--- src/logic/mwc_defines.svh ---
`ifndef MWC_DEFINES_SVH
`define MWC_DEFINES_SVH
// Opcode and payload geometry of the message write command.
`define MWC_OPCODE        8'h31
`define MWC_PAYLOAD_BYTES 6'h20
`define MWC_LAST_BYTE     5'h1F
`define MWC_ERASED_BYTE   8'hFF
// Default geometry of one memory block, in bytes.
`define MWC_BLOCK_BYTES   4096
// Error code reported when no message is current.
`define MWC_ERR_INVALID   8'h01
`endif

--- src/logic/mwc_pkg.sv ---
package mwc_pkg;
  // Control state of the message engine.
  typedef enum logic [1:0] {
    MWC_IDLE = 2'b00,
    MWC_OPEN = 2'b01
  } mwc_msg_t;

  // Command receive state, Gray coded along opcode, payload, commit.
  typedef enum logic [1:0] {
    MWC_WAIT_OP  = 2'b00,
    MWC_PAYLOAD  = 2'b01,
    MWC_COMMIT   = 2'b11
  } mwc_cmd_t;

  // One byte on the serial host link, with its valid flag.
  typedef struct packed {
    logic       valid;
    logic [7:0] data;
  } mwc_byte_t;

  // Byte write request toward message memory.
  typedef struct packed {
    logic        valid;
    logic [23:0] addr;
    logic [7:0]  data;
  } mwc_mem_wr_t;
endpackage

--- src/logic/mwc_write_cmd.sv ---
`timescale 1ns/1ns
`include "mwc_defines.svh"
// Notes on behaviour
// - Store 32 bytes at pointer, advance 32.
// - Idle write opens message, pointer to start.
// - All-ones payload leaves page unchanged.
// - Write after all-ones starts new block.
// - Stop command closes message, returns idle.
// - Stored bits only cleared, never set.
// - No current message reports invalid error.
// - Echo opcode and 32 data bytes in order.
module mwc_write_cmd #(
  parameter int ADDR_W      = 24,
  parameter int BLOCK_BYTES = `MWC_BLOCK_BYTES
) (
  // Clock and reset.
  input  wire logic                clk_i,
  input  wire logic                rst_i,
  // Host byte link, already on clk_i.
  input  wire mwc_pkg::mwc_byte_t  rx_i,
  output mwc_pkg::mwc_byte_t       echo_o,
  // Stop command and message context from the command core.
  input  wire logic                stop_i,
  input  wire logic                msg_defined_i,
  input  wire logic [ADDR_W-1:0]   msg_start_i,
  input  wire logic                select_i,
  input  wire logic [ADDR_W-1:0]   select_addr_i,
  // Block allocator.
  input  wire logic [ADDR_W-1:0]   new_block_i,
  output logic                     alloc_req_o,
  // Message memory, read-modify-write path.
  output logic [ADDR_W-1:0]        rd_addr_o,
  input  wire logic [7:0]          rd_data_i,
  output mwc_pkg::mwc_mem_wr_t     mem_wr_o,
  // Status.
  output logic                     open_o,
  output logic                     err_o,
  output logic [7:0]               err_code_o
);
  import mwc_pkg::*;

  localparam int OFF_W = $clog2(BLOCK_BYTES);

  mwc_msg_t           msg_reg, msg_next;
  mwc_cmd_t           cmd_reg, cmd_next;
  logic [ADDR_W-1:0]  ptr_reg, ptr_next;
  logic [4:0]         cnt_reg, cnt_next;
  logic               ones_reg, ones_next;
  logic               pend_reg, pend_next;
  mwc_byte_t          echo_reg, echo_next;
  mwc_mem_wr_t        wr_reg, wr_next;
  logic               err_reg, err_next;
  logic               alloc_reg, alloc_next;

  // Offset of an address within its block.
  function automatic logic [OFF_W-1:0] blk_off(input logic [ADDR_W-1:0] a);
    blk_off = a[OFF_W-1:0];
  endfunction

  // Reads are combinational so the clear-only merge sees current data.
  assign rd_addr_o = ptr_reg;

  // Next-state logic for the whole command engine.
  always_comb
  begin
    msg_next   = msg_reg;
    cmd_next   = cmd_reg;
    ptr_next   = ptr_reg;
    cnt_next   = cnt_reg;
    ones_next  = ones_reg;
    pend_next  = pend_reg;
    echo_next  = '0;
    wr_next    = '0;
    err_next   = 1'b0;
    alloc_next = 1'b0;
    // Selecting a page while no message is open sets the pointer there ahead of an append.
    if (select_i && msg_reg == MWC_IDLE)
    begin
      ptr_next  = select_addr_i;
      msg_next  = MWC_OPEN;
      pend_next = 1'b0;
    end
    if (stop_i)
    begin
      msg_next  = MWC_IDLE;
      cmd_next  = MWC_WAIT_OP;
      pend_next = 1'b0;
    end
    else
    begin
      case (cmd_reg)
        MWC_WAIT_OP:
        begin
          if (rx_i.valid && rx_i.data == `MWC_OPCODE)
          begin
            echo_next = rx_i;
            if (!msg_defined_i)
              err_next = 1'b1;
            else
            begin
              cmd_next  = MWC_PAYLOAD;
              cnt_next  = '0;
              ones_next = 1'b1;
              if (msg_reg == MWC_IDLE)
              begin
                msg_next = MWC_OPEN;
                ptr_next = msg_start_i;
              end
              else if (pend_reg)
              begin
                // Previous payload was all ones: start a fresh block.
                ptr_next   = new_block_i;
                alloc_next = 1'b1;
                pend_next  = 1'b0;
              end
            end
          end
        end
        MWC_PAYLOAD:
        begin
          if (rx_i.valid)
          begin
            echo_next    = rx_i;
            wr_next.valid = 1'b1;
            wr_next.addr = ptr_reg;
            // Flash-style cells can only be cleared, so merge with old.
            wr_next.data = rx_i.data & rd_data_i;
            ones_next    = ones_reg && rx_i.data == `MWC_ERASED_BYTE;
            ptr_next     = ptr_reg + ADDR_W'(1);
            if (&blk_off(ptr_reg))
            begin
              ptr_next   = new_block_i;
              alloc_next = 1'b1;
            end
            cnt_next = cnt_reg + 5'h01;
            if (cnt_reg == `MWC_LAST_BYTE)
              cmd_next = MWC_COMMIT;
          end
        end
        MWC_COMMIT:
        begin
          pend_next = ones_reg;
          cmd_next  = MWC_WAIT_OP;
        end
        default: cmd_next = MWC_WAIT_OP;
      endcase
    end
  end

  // State registers.
  always_ff @(posedge clk_i or posedge rst_i)
  begin
    if (rst_i)
    begin
      msg_reg   <= MWC_IDLE;
      cmd_reg   <= MWC_WAIT_OP;
      ptr_reg   <= '0;
      cnt_reg   <= 5'h00;
      ones_reg  <= 1'b0;
      pend_reg  <= 1'b0;
      echo_reg  <= '0;
      wr_reg    <= '0;
      err_reg   <= 1'b0;
      alloc_reg <= 1'b0;
    end
    else
    begin
      msg_reg   <= msg_next;
      cmd_reg   <= cmd_next;
      ptr_reg   <= ptr_next;
      cnt_reg   <= cnt_next;
      ones_reg  <= ones_next;
      pend_reg  <= pend_next;
      echo_reg  <= echo_next;
      wr_reg    <= wr_next;
      err_reg   <= err_next;
      alloc_reg <= alloc_next;
    end
  end

  assign echo_o      = echo_reg;
  assign mem_wr_o    = wr_reg;
  assign open_o      = (msg_reg == MWC_OPEN);
  assign err_o       = err_reg;
  assign err_code_o  = err_reg ? `MWC_ERR_INVALID : 8'h00;
  assign alloc_req_o = alloc_reg;

  // Checks kept beside the logic.
  a_echo_follows: assert property (@(posedge clk_i) disable iff (rst_i)
    rx_i.valid && cmd_reg == MWC_PAYLOAD && !stop_i
      |=> echo_o.valid && echo_o.data == $past(rx_i.data))
    else $error("payload byte not echoed");
  a_clear_only: assert property (@(posedge clk_i) disable iff (rst_i)
    rx_i.valid && cmd_reg == MWC_PAYLOAD && !stop_i
      |=> (mem_wr_o.data & ~$past(rd_data_i)) == 8'h00)
    else $error("stored zero bit set");
  a_ones_keep: assert property (@(posedge clk_i) disable iff (rst_i)
    rx_i.valid && rx_i.data == 8'hFF && cmd_reg == MWC_PAYLOAD && !stop_i
      |=> mem_wr_o.data == $past(rd_data_i))
    else $error("all-ones byte altered page");
  a_stop_idle: assert property (@(posedge clk_i) disable iff (rst_i)
    stop_i |=> !open_o)
    else $error("stop did not close message");
  a_idle_open: assert property (@(posedge clk_i) disable iff (rst_i)
    cmd_reg == MWC_WAIT_OP && rx_i.valid && rx_i.data == 8'h31
      && msg_defined_i && !open_o && !stop_i
      |=> open_o && ptr_reg == $past(msg_start_i))
    else $error("idle write did not open message");
  a_err_invalid: assert property (@(posedge clk_i) disable iff (rst_i)
    cmd_reg == MWC_WAIT_OP && rx_i.valid && rx_i.data == 8'h31
      && !msg_defined_i && !stop_i
      |=> err_o && err_code_o == `MWC_ERR_INVALID && !mem_wr_o.valid)
    else $error("undefined message not refused");
  a_ptr_step: assert property (@(posedge clk_i) disable iff (rst_i)
    rx_i.valid && cmd_reg == MWC_PAYLOAD && !stop_i
      && !(&blk_off(ptr_reg))
      |=> ptr_reg == $past(ptr_reg) + ADDR_W'(1))
    else $error("pointer did not advance");
  a_block_cross: assert property (@(posedge clk_i) disable iff (rst_i)
    rx_i.valid && cmd_reg == MWC_PAYLOAD && !stop_i
      && (&blk_off(ptr_reg))
      |=> alloc_req_o && ptr_reg == $past(new_block_i))
    else $error("block crossing not continued");
endmodule
--- config.mk ---
export PLATFORM = sky130hd
export DESIGN_NAME = mwc_write_cmd
export DESIGN_NICKNAME = d
export VERILOG_FILES = /design/src/logic/mwc_pkg.sv /design/src/logic/mwc_write_cmd.sv
export VERILOG_INCLUDE_DIRS = /design/src /design/src/logic
export SDC_FILE = /design/constraint.sdc
export NUM_CORES = 1
export LEC_CHECK = 0
export ABC_AREA = 1
export BUFFER_PORTS_ARGS = -buffer_cell sky130_fd_sc_hd__buf_2
export CORE_MARGIN = 1
export CORE_UTILIZATION = 50
export CTS_CLUSTER_DIAMETER = 120
export CTS_CLUSTER_SIZE = 25
export DETAILED_ROUTE_END_ITERATION = 10
export GPL_TIMING_DRIVEN = 0
export HOLD_SLACK_MARGIN = 0.06
export PLACE_DENSITY = 0.8
export SLEW_MARGIN = 40
export SYNTH_ARGS = -nofsm -noshare
export SYNTH_HDL_FRONTEND = slang
export SYNTH_SLANG_ARGS = --single-unit
--- constraint.sdc ---
create_clock -name clk_i -period 6 [get_ports clk_i]
set_input_delay 0.3 -clock clk_i [delete_from_list [all_inputs] [get_ports clk_i]]
set_output_delay 0.3 -clock clk_i [all_outputs]
set_load 0.01 [all_outputs]
* Word-level counts from Yosys, hierarchy flattened *
Cells that the tools add are included.

storage, ports and cells
  bits of input ports = 94
  output and inout port bits = 77
  register bits = 79
  logic and storage cells = 95

operators by class
  multiplexer cells = 56
  add/subtract/negate cells = 2
  bitwise gates (word level) = 2
  reductions and logical operators = 9
  equality and inequality tests = 13

operators with widths
  kind                   count
  $mux 24                8
  $mux 33                3
  $pmux 24 s2            1
  $mux 9                 3
  $add 24x1->24 const B  1
  $mux 2                 11
  $mux 1                 21
  $pmux 9 s2             1
  $mux 5                 3
  $ne 3x3->1 const B     4
  $reduce_and 12->1      1
  $pmux 5 s2             1
  $and 8x8->8            1
  $eq 8x6->1 const B     1
  $eq 8x8->1 const B     1
  $ne 2x2->1 const B     3
  $pmux 1 s2             3
  $add 5x1->5 const B    1
  $eq 5x5->1 const B     1
  $reduce_and 5->1       1
  $eq 2x1->1 const B     2
  $logic_not 2->1        2
  $pmux 2 s2             1
  $reduce_and 4->1       1
  4 further kinds        6

* Logic depth before layout (Yosys ltp) *
  word-level depth = 9
  depth in mapped cells = 13
  mapped depth without buffers = 12

* Worst setup path before layout *
Ideal clock, no wire load.

  kind = flip-flop to flip-flop
  start point = register cmd_reg[0]
  end point = register ptr_reg[16] (netlist: rd_addr_o[16])
  arrival = 1.515 ns
  buffers on the path = 2
  path slack = 4.364 ns
  data required time = 5.879 ns
  setup time = 0.121 ns
  period minus slack after synthesis = 1.636 ns
  stages on the path, launching flop included = 12
  path through = dfrtp_1 inv_1 ha_1 buf_4 nor2_1 nor2_4 inv_2 nor2_4 nand2_4 buf_6 o211ai_1 nand2_1

on the way
  cells in the longest elaborated chain, start to end = 3
  elaborated cells on any way between the ends = 4
  classes of those cells = eq/ne (1); mux (2); reduce/logical (1)

ends and longest elaborated chain
  what                                           RTL line              text
  from (decl)                                    mwc_write_cmd.sv:45   mwc_cmd_t cmd_reg, cmd_next;
  from (signal assigned)                         mwc_write_cmd.sv:169  cmd_reg <= cmd_next;
  $eq 2x1->1 or $logic_not 2->1 (tied branches)  mwc_write_cmd.sv:91   case (cmd_reg)
  $pmux 24 s2 *                                  mwc_write_cmd.sv:91
  $mux 24 *                                      mwc_write_cmd.sv:83   if (stop_i)
  net ptr_next[16]                               mwc_write_cmd.sv:46   logic [ADDR_W-1:0] ptr_reg, ptr_next;
  to (signal assigned)                           mwc_write_cmd.sv:170  ptr_reg <= ptr_next;
  to (decl)                                      mwc_write_cmd.sv:46

The timed path passes the listed nets; every way through them passes the cells marked *.
A chain may end at the register's enable or synchronous reset.

* Worst setup path in the final report *
  start point = register cmd_reg[0]
  end point = register msg_reg[0]

on the way
  cells in the longest elaborated chain, start to end = 3

ends and longest elaborated chain
  what                  RTL line              text
  $logic_not 2->1       mwc_write_cmd.sv:91
  $mux 2                mwc_write_cmd.sv:91
  $mux 2                mwc_write_cmd.sv:83
  net msg_next[0]       mwc_write_cmd.sv:44   mwc_msg_t msg_reg, msg_next;
  to (signal assigned)  mwc_write_cmd.sv:168  msg_reg <= msg_next;
  to (decl)             mwc_write_cmd.sv:44

The timed path passes the listed nets, and every way through them passes these cells.

==> run metrics <==
Num CTS Buffers=9; max-slew violation total from the final report=0; YS warnings=0; Antenna Diode Count=0; relative slew slack=53.3%; Tcrit/Tclk final=35.1%; Switch Pwr=1.10 mW; GRT overflow=0; H-Tree Depth=3; Gate Count Post-Synth=691; worst hold path type=input port to flop; Sum Neg Setup Slack=0 ns; flip-flop and latch area=between 1500 and 2000 sq um; Worst-Margin Slew=0.697 ns; Ports=171; Comb pwr share=47.1%; FF-to-FF setup slack=3.89 ns; hold slack=roughly 0.14 ns; sequential share of the synthesized area=40.2%; slowest stage cell, crit path=nor2_1; worst reg2reg path depth=8; GR Util All Layers=33.5%; Die H=between 100 and 150 um; CP Cell Sequence=inv_1, ha_1, buf_4, inv_2, nor2_1, o21ai_0, o21ai_0, inv_1; Post-CTS Resized=0; CP max FO=10; multi-input logic area=2460 sq um; Max Freq=between 0.4 and 0.5 GHz; DP Wirelength=13.1 mm; max reg flops=33; peak supply drop=roughly 0.25 mV; Post-Syn Area=4920 sq um; gpl congestion=1.05; first-pass GRT wire length=25.7 mm; Levels on crit path=8; mean post-synth cell area=7.12 sq um; clk_skew=between 0.01 and 0.015 ns; clock share of power=17.2%; CTS tree=done; WP data arrival=roughly 2.4 ns; Setup violations, final=0; CP Class=flop to flop; ANT nets after route=0; RSZ-0062 raised after global routing=no; outcome=completed; Top delay family on crit path=simple AND/OR/NAND/NOR gates; WHS Path Cells=3; drt via density=5.33; minimum clock period=2.11 ns; Routed wire per std cell=16.6 um; fin nets=973; die extent in x=101 um; CTS root buffer=clkbuf_8; largest net degree at the start of global routing=49; share of cells above drive strength 1=28.1%; core area=9370 sq um; pwr/cell area=371 nW/um^2; CP bufs+invs=4; required time worst endpoint=between 6 and 7 ns; number of global-route vias before repair=5,099; starting density of the core=52.5%; top cell type by total area after synthesis=dfrtp_1; Port Buffers=163; placement row count=35; Worst Setup Start Kind=flop; antenna violations before repair=0; P&R area growth vs syn=25.0%; sequential share of power=35.7%; CP endpoint kind=flop; LEAKAGE=3.49 nW; max_cap viols=0; via count=5,365; CP max stage delay=0.57 ns; clk_lat worst skew=between 0.3 and 0.4 ns; Clk pin slew, worst setup/hold paths=0.10 ns; Cell variety after synth=40; Area contributors post-synth=dfrtp_1 40%, nand2_1 14%, nor2_1 8.2%; switching portion of total power=48.1%; die area=10,200 sq um; clk sinks=79; DR DRC count=0; internal power=between 1 and 1.5 mW; fillers=a little over 900; Seq cells post-synth=79; first drt pass iteration count=8; final hold violation count=0; DRT iter0 DRCs=318; Synth top area share=40.2%; final wirelength=16.7 mm; maximum clock path buffer count=2
logic make-up after synthesis:
| logic type | synth area share (%) |
|---|---|
| adder cells (fa/ha/maj) | 1.53 |
| AND/OR/NAND/NOR | 37.7 |
| flip-flops | 40.2 |
| XOR/XNOR | 1.07 |
| AO/OA/AOI/OAI | 9.13 |
| buffers and inverters | 10.3 |
| other | 0.0762 |
final cells by class:
class	instances	area share [%]
inverters	92	5.70
repair buffers	165	13.9
clock inverters	7	1.02
clock buffers	9	2.01
well taps	129	2.62
plain buffers	26	2.64
flip-flops and latches	79	32.1
multi-input cells	500	40.0
power by group through the flow:
stage / clock [mW] / combinational, mW / sequential, mW
finish: 0.392 / 1.07 / 0.815
global route: 0.418 / 1.19 / 0.827
CTS: 0.395 / 1.06 / 0.810
detailed placement: 0 / 1.05 / 0.820
global placement: 0 / 1.03 / 0.815
floorplan: 0 / 0.668 / 0.830
through the flow:
step	cell area, sq um	utilization, %	std cells	power, mW	setup slack [ns]
final	6150	65.6	1007	2.28	3.89
after global routing	6150	65.6	1007	2.44	3.67
after CTS	6150	65.6	1007	2.27	3.94
after detailed placement	5950	63.5	990	1.87	3.96
after global placement	5920	63.2	989	1.84	2.79
after floorplan	4940	-	697	1.50	3.68
cells in the final DEF, fill, tap and decap left out, types with 4 or more instances in the layout:
master,count
nor2_4,8
nand2_4,4
buf_1,4
o211ai_1,15
inv_6,4
nor2_2,4
nand2_1,187
buf_4,12
nand2_2,8
nand3_1,49
a21oi_1,13
o21ai_1,4
ha_1,6
inv_1,82
or2_2,4
conb_1,7
nor2_1,107
clkbuf_8,9
clkbuf_1,4
nor3_1,5
nand3_2,4
nand4_1,18
xor2_1,6
inv_2,9
buf_2,167
o21ai_0,33
dfrtp_1,79
layer usage:
| layer | global-route usage [%] | part of all wire [%] | vias to the layer above |
|---|---|---|---|
| met5 | 0 | 0 | - |
| met4 | 10.8 | 2.6 | 0 |
| met3 | 7.11 | 8.8 | 39 |
| met2 | 53.8 | 46 | 285 |
| met1 | 45.3 | 43 | 2498 |
| li1 | - | - | 2543 |
worst register-to-register path: stages, from the launching register on:
cell and delay, ns:
dfrtp_1 0.41, inv_1 0.10, ha_1 0.15, buf_4 0.17, inv_2 0.11, nor2_1 0.57, o21ai_0 0.18, o21ai_0 0.23
inv_1 0.07
path summary, 6_finish.rpt:
kind                              start           end
max                          cmd_reg[0]    msg_reg[0]
min                        rd_data_i[1]   mem_wr_o[1]
max reg2reg                  cmd_reg[0]    msg_reg[0]
min reg2reg                  cnt_reg[4]    cnt_reg[4]
max in group asynchronous         rst_i  mem_wr_o[24]
min in group asynchronous         rst_i  rd_addr_o[3]
synth_stat cells, drive strengths merged:
cell    instances
nand3b          2
xor2            6
o21a            1
o22ai           1
inv            92
nand3          53
nor3            6
a22oi           1
clkbuf          4
dfrtp          79
a22o            1
nor4            1
conb            1
nor2          119
nand4          21
o21bai          2
or2             4
o211ai         17
o21ai          37
buf            22
ha              6
o31ai           1
nor3b           1
nand2         199
a21oi          14
repair_timing:
item                       in CTS  in global routing
hold endpoints to repair       31                  0
setup endpoints to repair       0                  0
hold buffers                    1                  0
setup buffers                   0                  0
Power figures use the tool's default switching activity.
